--- config.mk ---
export PLATFORM = sky130hd
export DESIGN_NAME = resolver_excitation_period_timer
export DESIGN_NICKNAME = d
export VERILOG_FILES = /design/src/exc_timer_pkg.sv /design/src/resolver_excitation_period_timer.sv
export SDC_FILE = /design/constraint.sdc
export NUM_CORES = 1
export LEC_CHECK = 0
export ABC_AREA = 1
export BUFFER_PORTS_ARGS = -buffer_cell sky130_fd_sc_hd__buf_2
export CORE_MARGIN = 1.5
export CORE_UTILIZATION = 60
export DETAILED_ROUTE_END_ITERATION = 6
export GPL_ROUTABILITY_DRIVEN = 0
export GPL_TIMING_DRIVEN = 1
export MAX_ROUTING_LAYER = met4
export PLACE_DENSITY = 0.94
export SLEW_MARGIN = 10
export SYNTH_ARGS = -nofsm -noshare
export SYNTH_HDL_FRONTEND = slang
export SYNTH_SLANG_ARGS = --single-unit
--- constraint.sdc ---
create_clock -name MCLK -period 15.8 [get_ports MCLK]
set_input_delay 3.16 -clock MCLK [delete_from_list [all_inputs] [get_ports MCLK]]
set_output_delay 3.16 -clock MCLK [all_outputs]
set_load 0.01 [all_outputs]
--- src/exc_timer_pkg.sv ---
// shared types and constants for the excitation period timer
package exc_timer_pkg;

  localparam int unsigned CNT_WIDTH       = 16;
  localparam int unsigned CLK_PERIOD_PS   = 25000;  // converter core clock, 25 ns
  localparam int unsigned CYCLE_OFFSET    = 1;      // cycle = (capture + 1) * period
  localparam logic [CNT_WIDTH-1:0] CNT_ZERO  = 16'h0000;
  localparam logic [CNT_WIDTH-1:0] CNT_ONE   = 16'h0001;
  localparam logic [CNT_WIDTH-1:0] CAP_RESET = 16'hFFFF;

  // self-test identifiers
  localparam int unsigned TEST_COUNT = 9;
  localparam int unsigned T_ADC      = 0;  // adc_self_test
  localparam int unsigned T_SIGERR   = 1;
  localparam int unsigned T_DISC     = 2;
  localparam int unsigned T_PWRSHORT = 3;
  localparam int unsigned T_GNDSHORT = 4;
  localparam int unsigned T_AMPHIGH  = 5;
  localparam int unsigned T_AMPLOW   = 6;
  localparam int unsigned T_ANGLE    = 7;  // power start-up only
  localparam int unsigned T_CONVERR  = 8;  // power start-up only
  localparam logic [TEST_COUNT-1:0] SHORT_MASK   = 9'h07F;
  localparam logic [TEST_COUNT-1:0] STARTUP_MASK = 9'h180;
  localparam logic [TEST_COUNT-1:0] TEST_NONE    = 9'h000;

  // self-test sequencing phase
  typedef enum logic [1:0] {
    PH_STARTUP_LONG  = 2'b00,  // power start-up, long tests allowed
    PH_STARTUP_SHORT = 2'b01,  // power start-up, short tests begun
    PH_CONVERSION    = 2'b10   // angle conversion running
  } phase_type;

  // software-facing timer control
  typedef struct packed {
    logic                 edge_falling;              // 0: rising, 1: falling
    logic                 interrupt_request_enable;
    logic                 cap_write;                 // one-cycle load strobe
    logic [CNT_WIDTH-1:0] cap_wdata;
  } timer_ctrl_type;

  // module state
  typedef struct packed {
    logic                  zc_prev;
    logic [CNT_WIDTH-1:0]  period_count;
    logic [CNT_WIDTH-1:0]  excitation_period_capture;
    logic                  capture_pulse;
    logic                  irq;
    phase_type             phase;
    logic [TEST_COUNT-1:0] grant;
    logic                  order_error;
  } state_type;

  // excitation cycle in picoseconds from a captured value
  function automatic logic [47:0] cycle_ps(input logic [CNT_WIDTH-1:0] cap);
    cycle_ps = (48'(cap) + 48'(CYCLE_OFFSET)) * 48'(CLK_PERIOD_PS);
  endfunction

endpackage

--- src/resolver_excitation_period_timer.sv ---
// excitation period timer with self-test sequencing gate
`timescale 1ns/100ps

// Notes on behaviour
// - active edge captures period counter for software
// - software picks rising or falling capture edge
// - cycle equals capture plus one, times 25ns
// - enabled interrupt when counter equals capture value
// - short tests allowed in conversion and start-up, refused alongside long ones before short tests begin
// - angle and conversion-error tests start-up only
module resolver_excitation_period_timer
  import exc_timer_pkg::*;
(
  // clock and reset
  input  wire logic                  MCLK,
  input  wire logic                  RESET,
  // zero-crossing comparator
  input  wire logic                  ZERO_CROSS,
  // timer control
  input  wire timer_ctrl_type        TIMER_CTRL,
  // timer status
  output logic [CNT_WIDTH-1:0]       EXCITATION_PERIOD_CAPTURE,
  output logic [CNT_WIDTH-1:0]       PERIOD_COUNT,
  output logic                       CAPTURE_PULSE,
  output logic [47:0]                CYCLE_PS,
  output logic                       EXC_TIMER_IRQ,
  // self-test sequencing
  input  wire logic                  START_CONVERSION,
  input  wire logic [TEST_COUNT-1:0] TEST_REQUEST,
  output logic [TEST_COUNT-1:0]      TEST_GRANT,
  output logic                       TEST_ORDER_ERROR,
  output logic [1:0]                 TEST_PHASE
);

  state_type state_reg;
  state_type state_next;

  // selected edge of the comparator level
  function automatic logic edge_seen(
    input logic previous,
    input logic current,
    input logic falling
  );
    if (falling) begin
      edge_seen = previous & ~current;
    end else begin
      edge_seen = ~previous & current;
    end
  endfunction

  // period counter step, wraps at full scale
  function automatic logic [CNT_WIDTH-1:0] count_step(
    input logic [CNT_WIDTH-1:0] count
  );
    count_step = count + CNT_ONE;
  endfunction

  // counter restarts on the captured edge
  function automatic logic [CNT_WIDTH-1:0] count_next(
    input logic                 hit,
    input logic [CNT_WIDTH-1:0] count
  );
    if (hit) begin
      count_next = CNT_ZERO;
    end else begin
      count_next = count_step(count);
    end
  endfunction

  // capture register next value, an edge beats a software load
  function automatic logic [CNT_WIDTH-1:0] capture_next(
    input logic                 hit,
    input logic [CNT_WIDTH-1:0] count,
    input logic [CNT_WIDTH-1:0] held,
    input logic                 load,
    input logic [CNT_WIDTH-1:0] load_value
  );
    if (hit) begin
      capture_next = count;
    end else if (load) begin
      capture_next = load_value;
    end else begin
      capture_next = held;
    end
  endfunction

  // counter reached the capture value while enabled
  function automatic logic match_hit(
    input logic                 enable,
    input logic [CNT_WIDTH-1:0] count,
    input logic [CNT_WIDTH-1:0] held
  );
    match_hit = enable && (count == held);
  endfunction

  // any requested test inside a group
  function automatic logic any_in(
    input logic [TEST_COUNT-1:0] request,
    input logic [TEST_COUNT-1:0] group
  );
    any_in = ((request & group) != TEST_NONE);
  endfunction

  // short and long tests asked for together
  function automatic logic mixed_request(
    input logic [TEST_COUNT-1:0] request
  );
    mixed_request = any_in(request, SHORT_MASK) && any_in(request, STARTUP_MASK);
  endfunction

  // tests that the current phase lets through
  function automatic logic [TEST_COUNT-1:0] allowed_tests(
    input phase_type             phase,
    input logic [TEST_COUNT-1:0] request
  );
    allowed_tests = TEST_NONE;
    unique case (phase)
      PH_STARTUP_LONG: begin
        if (mixed_request(request)) begin
          allowed_tests = STARTUP_MASK;
        end else begin
          allowed_tests = SHORT_MASK | STARTUP_MASK;
        end
      end
      PH_STARTUP_SHORT: begin
        allowed_tests = SHORT_MASK;
      end
      PH_CONVERSION: begin
        allowed_tests = SHORT_MASK;
      end
      default: begin
        allowed_tests = TEST_NONE;
      end
    endcase
  endfunction

  // phase after this cycle's requests and start strobe
  function automatic phase_type phase_after(
    input phase_type             phase,
    input logic [TEST_COUNT-1:0] request,
    input logic                  start
  );
    phase_after = phase;
    unique case (phase)
      PH_STARTUP_LONG: begin
        if (start) begin
          phase_after = PH_CONVERSION;
        end else if (any_in(request, SHORT_MASK) && !mixed_request(request)) begin
          phase_after = PH_STARTUP_SHORT;
        end
      end
      PH_STARTUP_SHORT: begin
        if (start) begin
          phase_after = PH_CONVERSION;
        end
      end
      PH_CONVERSION: begin
        phase_after = PH_CONVERSION;
      end
      default: begin
        phase_after = PH_CONVERSION;  // illegal code recovers
      end
    endcase
  endfunction

  // next-state logic
  always_comb begin
    logic                  edge_hit;
    logic [TEST_COUNT-1:0] allowed;
    edge_hit   = edge_seen(state_reg.zc_prev, ZERO_CROSS, TIMER_CTRL.edge_falling);
    allowed    = allowed_tests(state_reg.phase, TEST_REQUEST);
    state_next = state_reg;
    // comparator level kept for edge detection
    state_next.zc_prev       = ZERO_CROSS;
    state_next.capture_pulse = edge_hit;
    // counter and capture register
    state_next.period_count  = count_next(edge_hit, state_reg.period_count);
    state_next.excitation_period_capture = capture_next(edge_hit, state_reg.period_count,
                                                        state_reg.excitation_period_capture,
                                                        TIMER_CTRL.cap_write, TIMER_CTRL.cap_wdata);
    // match interrupt, one cycle per matching count
    state_next.irq = match_hit(TIMER_CTRL.interrupt_request_enable, state_reg.period_count,
                               state_reg.excitation_period_capture);
    // self-test gate and sequencing
    state_next.phase       = phase_after(state_reg.phase, TEST_REQUEST, START_CONVERSION);
    state_next.grant       = TEST_REQUEST & allowed;
    // refused requests leave a sticky flag
    state_next.order_error = state_reg.order_error | any_in(TEST_REQUEST, ~allowed);
  end

  // state register
  always_ff @(posedge MCLK) begin
    if (RESET) begin
      // counter from zero, capture at full scale, start-up phase
      state_reg.zc_prev                   <= 1'b0;
      state_reg.period_count              <= CNT_ZERO;
      state_reg.excitation_period_capture <= CAP_RESET;
      state_reg.capture_pulse             <= 1'b0;
      state_reg.irq                       <= 1'b0;
      state_reg.phase                     <= PH_STARTUP_LONG;
      state_reg.grant                     <= TEST_NONE;
      state_reg.order_error               <= 1'b0;
    end else begin
      state_reg <= state_next;
    end
  end

  // capture and counter outputs
  assign EXCITATION_PERIOD_CAPTURE = state_reg.excitation_period_capture;
  assign PERIOD_COUNT              = state_reg.period_count;
  assign CAPTURE_PULSE             = state_reg.capture_pulse;
  assign CYCLE_PS                  = cycle_ps(state_reg.excitation_period_capture);

  // interrupt output
  assign EXC_TIMER_IRQ             = state_reg.irq;

  // self-test outputs
  assign TEST_GRANT                = state_reg.grant;
  assign TEST_ORDER_ERROR          = state_reg.order_error;
  assign TEST_PHASE                = state_reg.phase;

endmodule // resolver_excitation_period_timer

# Word level (Yosys, flattened, before mapping)
# Cells that the tools add are included.
word_totals:
  out_inout_bits: 94
  in_bits: 32
  wordCells: 45
  register_bits: 47
op_classes:
  mul: 1
  n_reduce_logical: 12
  n_addsub: 2
  n_mux: 9
  bitwise_logic: 8
  n_eq_ne: 5
ops:
  columns: ["operator", "count"]
  rows:
  - ["16-bit 2-to-1 mux", 2]
  - ["17-bit by 12-bit multiplier with 29-bit output, second input constant", 1]
  - ["9-bit nonzero test", 3]
  - ["9-bit AND", 2]
  - ["9-bit one-hot mux with 2 select lines", 1]
  - ["16-bit by 1-bit adder with 17-bit output, second input constant", 1]
  - ["16-bit by 1-bit adder with 16-bit output, second input constant", 1]
  - ["16-bit equality test", 1]
  - ["9-bit NOT", 1]
  - ["7-bit 2-to-1 mux", 1]
  - ["2-bit 2-to-1 mux", 3]
  - ["2-bit one-hot mux with 2 select lines", 1]
  - ["2-bit OR reduction", 2]
  - ["1-bit logical AND", 3]
  - ["3-bit != test, second input constant", 1]
  - ["1-bit AND", 2]
  - ["2-bit by 1-bit equality test with 1-bit output, second input constant", 1]
  - ["2-bit equality test, second input constant", 1]
  - ["2-bit logical NOT", 1]
  - ["2-bit != test, second input constant", 1]
  - ["1-bit NOT", 2]
  - ["2-bit AND reduction", 1]
  - ["2-bit nonzero test", 1]
  - ["1-bit logical NOT", 1]
  - ["other kinds (2)", 2]

# Depth between registers and ports, before layout
# Gate-level depths: netlist (run 1).
logic_depth:
  word_depth: 8
  ltp_mapped: 28
  depth_no_buf: 28

# Worst setup path before layout (run 1)
# No wires, ideal clock.
synth_timing:
  path_type: "reg2out"
  from: "register state_reg, in the netlist EXCITATION_PERIOD_CAPTURE[0]"
  to: "output CYCLE_PS[28]"
  path_slack_ns: 7.957
  stages_incl_launch_ff: 25
  t_required_ns: 12.640
  n_path_buf: 0
  t_arrival_ns: 4.683
  path_cell_list: "dfxtp_1 > ha_1 > nand2_2 > nor2_4 > nand4_2 > nor2_2 > xor2_1 > ha_1 > ha_1 > inv_1 > fa_1 > inv_1 > fa_1 > inv_1 > fa_1 > inv_1 > ha_1 > nand2_1 > inv_1 > nand2_1 > nor3_1 > nand3_1 > nand3_1 > nand2_1 > nand2_1"
synth_between:
  elab_chain_cells: 2
synth_rtl:
  columns: ["item", "line", "source"]
  rows:
  - ["from (decl)", "resolver_excitation_period_timer.sv:35", "state_type state_reg;"]
  - ["from (signal assigned)", "resolver_excitation_period_timer.sv:204", "state_reg <= state_next;"]
  - ["16-bit by 1-bit adder with 17-bit output", "exc_timer_pkg.sv:55", "cycle_ps = (48'(cap) + 48'(CYCLE_OFFSET)) * 48'(CLK_PERIOD_PS);"]
  - ["17-bit by 12-bit multiplier with 29-bit output", "exc_timer_pkg.sv:55", null]
  - ["to (decl)", "resolver_excitation_period_timer.sv:25", "output logic [47:0] CYCLE_PS,"]
# No other way between the ends.

# Final worst setup path (run 1)
layout_timing:
  from: "register state_reg, in the netlist EXCITATION_PERIOD_CAPTURE[0]"
  to: "output CYCLE_PS[21]"
# Same word-level chain as after synthesis.

==> results.md, run 1 <==
- Status: complete, no violations
- Vias in the first global route: 6294
- WHS Path Cells: 2
- Worst setup path category: flop to output pin
- Crit-path cells: ha_1 -> nand2_2 -> nor2_4 -> nand4_2 -> nor4_1 -> ha_1 -> inv_1 -> fa_1 -> inv_1 -> fa_1 -> inv_1 -> fa_1 -> inv_1 -> ha_1 -> nand2_1 -> nor2_1 -> inv_1 -> o21ai_0 -> inv_1 -> nand2_1 -> xor2_1 -> buf_2
- Drt wl/cell: 14.0 µm
- Die X: 112 µm
- Crit path max fanout: 7
- Clk slew on worst S/H paths: 0.06 ns
- Vias per Instance: 5.32
- Post-synthesis register bit count: 47
- Routed WL: 16900 µm
- Setup_tns: 0 ns
- Hold slack: 0.542 ns
- Initial antenna violation count: 0
- DP HPWL: 14200 µm
- Slew @ Worst Pin: 1.08 ns
- Reg2Reg Depth: 8
- Buf/Inv on CP: 7
- Slowest cell delay on critical path: 0.84 ns
- Std-Cell Rows: 39
- Initial Util: 62.0%
- H-tree Lvls: 2
- Critical Path RT: 12.64 ns
- Worst skew pair latency: 0.29 ns
- Most frequent cells in the layout: nand2_1 (227), inv_1 (195), ha_1 (113)
- Post-Syn Area: 7110 µm²
- Total grt overflow: 0
- Post-CTS Resized: 0
- Post-Place Cells: 1202
- Seq/Total Area, Yosys: 13.2%
- Ys Warns: 0
- Layout Utilization: 65.8%
- ANT cells: 0
- RSZ-0062 raised after global routing: false
- Cell Count, Final, Fillers Out: 1210
- Clk root buf: clkbuf_16
- CTS tree: built
- CP dominant cell by count: inv_1
- DR iter-0 viols: 447
- Die Y-Extent: 112 µm
- Clk_skew: 0.00665 ns
- Ys async rst share: 0%
- Stages on the worst setup path: 22
- CTS Buf Count: 5
- CTS max path bufs: 2
- TritonCTS Sinks: 47
- Largest net degree at the start of global routing: 34
- Overall Global Routing Usage: 27.7%
- First-pass GRT wire length: 28000 µm
- Fin. Hold Viols: 0
- Port bufs: 106
- Post-synth EDFFs: 0
- Crit path DAT: 5.73 ns
- Final setup violation count: 0
- Final min period: 8.89 ns
- Via count: 6442
- # Post-CTS Setup Buffers: 0
- Pins Over Slew Limit: 0
- Die area: 12500 µm²
- Synth unique cells: 42
- Share of cells above drive strength 1: 13.8%
- HP Class: flop to flop
- Most common cell after layout, fill and taps aside: nand2_1
- Top-level port count: 126
- # nets final: 1253
- Crit start category: flop
- FMAX: 0.113 GHz
- Post-Syn Instances: 1009
- Post-CTS Hold Buffers: 0
- Ys flop type: dfxtp_1
- Fin crit share: 56.2%
- TritonRoute pass-1 iters: 5
- Max-Cap Viols: 0
- Crit path max-delay family: adder cells
- Rel. slew slack: 27.5%
- Slowest CP cell: nor4_1
- Drt drc: 0
- Core Box Area: 11500 µm²
- Area growth from synthesis to layout: 6.09%
- Worst Setup End Kind: output pin
- Synthesized area per cell: 7.05 µm²
- Post-route ant nets: 0
## per-stage QoR
stage               instance area [µm²]  setup WS [ns]
floorplan                          7180           7.96
global placement                   7370           7.38
detailed placement                 7370           7.33
CTS                                7550           7.01
global route                       7550           6.56
finish                             7550           6.91
## cell families after synthesis
group	count (synthesis)	synth area share, %
and+or+nand+nor	401	25.4
buffers and inverters	277	18.0
adders and majority gates	155	31.7
AOI/OAI and AO/OA	86	6.53
DFF	47	13.2
xor gates and xnor gates	42	5.17
other	1	0.0527
## metal layers
metal | global-route usage (%) | up-vias | wire (µm)
li1 | - | 3169 | -
met1 | 32.3 | 2943 | 6910
met2 | 48.3 | 276 | 8350
met3 | 3.21 | 54 | 1100
met4 | 11.4 | 0 | 559
met5 | - | - | 0
## worst register-to-register path: stages, from the launching register on
cell and delay, ns:
dfxtp_1 0.52, ha_1 0.23, nand2_1 0.07, nor2_1 0.18, inv_1 0.10, nor2_1 0.17, nand2_1 0.14, o21ai_0 0.18
a21oi_1 0.09
## synthesized netlist by cell type (5+ instances only)
cell | n | area, µm²
a21o_1 | 5 | 37.5
a21oi_1 | 35 | 175
buf_2 | 5 | 25.0
buf_4 | 62 | 465
clkbuf_1 | 6 | 22.5
dfxtp_1 | 47 | 941
fa_1 | 42 | 841
ha_1 | 113 | 1410
inv_1 | 195 | 732
inv_2 | 8 | 30.0
nand2_1 | 227 | 852
nand2_4 | 6 | 67.6
nand3_1 | 48 | 240
nand4_1 | 10 | 62.6
nor2_1 | 69 | 259
nor3_1 | 11 | 55.1
o21ai_0 | 28 | 140
o21ai_1 | 6 | 30.0
o22ai_1 | 8 | 50.1
xnor2_1 | 5 | 43.8
xor2_1 | 37 | 324
## path summary, 6_finish.rpt
path | from | end | slack [ns]
hold reg to reg | TEST_PHASE[0] | TEST_PHASE[0] | 0.54
hold / removal | TEST_PHASE[0] | TEST_PHASE[0] | 0.54
setup reg to reg | PERIOD_COUNT[0] | PERIOD_COUNT[12] | 13.99
setup / recovery | EXCITATION_PERIOD_CAPTURE[0] | CYCLE_PS[21] | 6.91
## final cells by class
class | instances | area, µm²
multi-input combinational | 703 | 4960
fill | 953 | 3920
sequential | 47 | 941
inverter | 203 | 762
timing repair buffer | 106 | 531
tap | 143 | 179
clock buffer | 5 | 125
clock inverter | 3 | 47.5
Power of run 1 is left out: the tool's default activity adds up to more than one toggle a clock period on the data nets, which glitch-free logic cannot reach.
==> run 2, diff against run 1 <==
--- a/config.mk
+++ b/config.mk
@@ -5,15 +5,15 @@
 export SDC_FILE = /design/constraint.sdc
 export NUM_CORES = 1
 export LEC_CHECK = 0
-export ABC_AREA = 1
+export ABC_AREA = 0
 export BUFFER_PORTS_ARGS = -buffer_cell sky130_fd_sc_hd__buf_2
 export CORE_MARGIN = 1.5
-export CORE_UTILIZATION = 60
+export CORE_UTILIZATION = 52
 export DETAILED_ROUTE_END_ITERATION = 6
 export GPL_ROUTABILITY_DRIVEN = 0
 export GPL_TIMING_DRIVEN = 1
 export MAX_ROUTING_LAYER = met4
-export PLACE_DENSITY = 0.94
+export PLACE_DENSITY = 0.87
 export SLEW_MARGIN = 10
 export SYNTH_ARGS = -nofsm -noshare
 export SYNTH_HDL_FRONTEND = slang
==> constraint.sdc (replaced) <==
create_clock -name MCLK -period 7.3 [get_ports MCLK]
set_input_delay 1.46 -clock MCLK [delete_from_list [all_inputs] [get_ports MCLK]]
set_output_delay 1.46 -clock MCLK [all_outputs]
set_load 0.01 [all_outputs]
==> results.md, run 2 <==
- Clk_skew: 0.00408 ns
- Worst Setup End Kind: output pin
- WHS Path Cells: 1
- Seq/Total Area, Yosys: 13.9%
- Die X: 117 µm
- Area growth from synthesis to layout: 11.9%
- RSZ-0062 raised after global routing: true
- Status: complete, no violations
- DR iter-0 viols: 312
- Final setup violation count: 0
- R2R setup slack: 5.59 ns
- Via count: 5585
- Initial Util: 53.5%
- Critical Path RT: 5.84 ns
- Routed WL: 16500 µm
- Rel. slew slack: 61.5%
- Vias per Instance: 5.45
- Most common cell after layout, fill and taps aside: inv_1
- Post-route ant nets: 0
- First-pass GRT wire length: 24300 µm
- Biggest area consumer among synthesized cells: ha_1
- Post-DP Area: 7090 µm²
- Most frequent cells in the layout: inv_1 (112), buf_2 (106), ha_1 (105)
- Post-synth EDFFs: 0
- CTS max path bufs: 2
- Ys flop type: dfxtp_1
- Crit start category: flop
- Synth cell count leaders: ha_1 (113), inv_1 (113), buf_4 (62)
- Crit path DAT: 5.69 ns
- Synth unique cells: 60
- Ys async rst share: 0%
- Top-level port count: 126
- H-tree Lvls: 2
- Std-Cell Rows: 41
- TritonCTS Sinks: 47
- Final Cell Area: 7550 µm²
- Share of cells above drive strength 1: 21.7%
- HP Start: PERIOD_COUNT[0]
- Clk slew on worst S/H paths: 0.07 ns
- R2r startpoint: PERIOD_COUNT[0]
- Slew @ Worst Pin: 0.573 ns
- FF-to-FF End: PERIOD_COUNT[14]
- ANT cells: 0
- Post-CTS Hold Buffers: 0
- Clk root buf: clkbuf_16
- Synthesized area per cell: 8.55 µm²
- Reg2Reg Depth: 6
- DP HPWL: 12500 µm
- Worst setup path category: flop to output pin
- Ys Warns: 0
- Final min period: 7.15 ns
- TritonRoute pass-1 iters: 5
- Drt drc: 0
- Top cell type's share of synthesized area: 21.0%
- Layout Utilization: 59.8%
- Fin crit share: 98.0%
- HP Class: flop to flop
- Die Y-Extent: 117 µm
- Die area: 13700 µm²
- Hold slack: 0.530 ns
- Post-Syn Instances: 789
- Post-synthesis register bit count: 47
- Pins Over Slew Limit: 0
- Max-Cap Viols: 0
- # nets final: 1039
- CTS Buf Count: 5
- Fin. Hold Viols: 0
- WHS Endpoint: PERIOD_COUNT[0]
- Post-Syn Area: 6750 µm²
- Total grt overflow: 0
- Crit path max fanout: 7
- CTS tree: built
- Worst skew pair latency: 0.29 ns
- Drt wl/cell: 16.1 µm
- Initial antenna violation count: 0
- Largest net degree at the start of global routing: 35
- FMAX: 0.140 GHz
- Core Box Area: 12600 µm²
- Top post-synthesis cells by area: ha_1 (21%), dfxtp_1 (14%), fa_1 (12%), buf_4 (6.9%), xnor2_1 (6.4%)
- Vias in the first global route: 5329
- Overall Global Routing Usage: 22.8%
- Port bufs: 106
run 2: cell types whose count changed after synthesis, moves of 14 or more:
cell      change
nand2_1     -201
inv_1        -82
xnor2_1      +44
nand3_1      -26
mux2i_1      +19
clkbuf_1     +18
o21ai_0      -17
a211o_1      +16
a21o_1       +14
a21oi_1      -14
and3_1       +14
run 2: final cells by class:
cell class | instances | area [µm²]
multi-input combinational | 555 | 5070
clock inverter | 3 | 47.5
clock buffer | 5 | 125
tap | 172 | 215
fill | 1089 | 5070
inverter | 113 | 424
timing repair buffer | 130 | 711
sequential | 47 | 955
run 2: worst max-delay path by stage:
stage | startpoint | to | slack, ns | cells past startpoint
2_1_floorplan | EXCITATION_PERIOD_CAPTURE[1] | CYCLE_PS[31] | 0.51 | 23
3_3_place_gp | EXCITATION_PERIOD_CAPTURE[3] | CYCLE_PS[31] | 0.34 | 20
3_5_place_dp | EXCITATION_PERIOD_CAPTURE[3] | CYCLE_PS[31] | 0.15 | 20
4_1_cts | EXCITATION_PERIOD_CAPTURE[5] | CYCLE_PS[31] | 0.006 | 20
5_1_grt | EXCITATION_PERIOD_CAPTURE[0] | CYCLE_PS[28] | -0.15 | 22
6_report | EXCITATION_PERIOD_CAPTURE[4] | CYCLE_PS[28] | 0.15 | 21
run 2: critical path: stages (launching register included):
cell	delay (ns)
dfxtp_4	0.40
nand4_1	0.25
or2_4	0.39
nor2b_4	0.16
xnor2_2	0.17
inv_2	0.09
ha_1	0.32
inv_1	0.09
fa_1	0.51
inv_1	0.05
fa_1	0.50
inv_1	0.07
fa_1	0.53
inv_1	0.04
ha_1	0.36
a21oi_1	0.20
o21ai_1	0.11
a31oi_1	0.22
o211ai_1	0.17
or4_1	0.48
and4_1	0.15
buf_2	0.13
run 2: cell families (layout without fill, tap and decap cells):
logic type / count (synthesis) / after routing / synth area share (%)
buffers and inverters: 205 / 251 / 15.0
and+or+nand+nor: 184 / 184 / 14.1
adders and majority gates: 155 / 155 / 33.4
AOI/OAI and AO/OA: 99 / 99 / 10.4
xor gates and xnor gates: 79 / 79 / 10.3
DFF: 47 / 47 / 13.9
muxes: 19 / 19 / 2.82
other: 1 / 19 / 0.0556
run 2: metal layers:
metal  part of all wire [%]  global-route usage, %  up-vias
met4                    3.2                   7.63        0
met3                    5.8                   1.85       42
met1                     40                   27.7     2666
li1                       -                      -     2655
met5                      0                      -        -
met2                     51                   40.3      222
run 2: per-stage QoR:
| stage | TNS [ns] | instances | worst slack (ns) |
|---|---|---|---|
| 2_1_floorplan | 0 | 807 | 0.508 |
| 3_3_place_gp | 0 | 1008 | 0.340 |
| 3_5_place_dp | 0 | 1008 | 0.153 |
| 4_1_cts | 0 | 1018 | 0.00581 |
| 5_1_grt | -0.364 | 1025 | -0.151 |
| 6_report | 0 | 1025 | 0.148 |
run 2: repair_timing:
item                       CTS  global route
resized for setup           10            41
setup endpoints to repair    8            12
buffers inserted             2             7
pin swaps                    1            12
Power of run 2 is left out for the same reason.
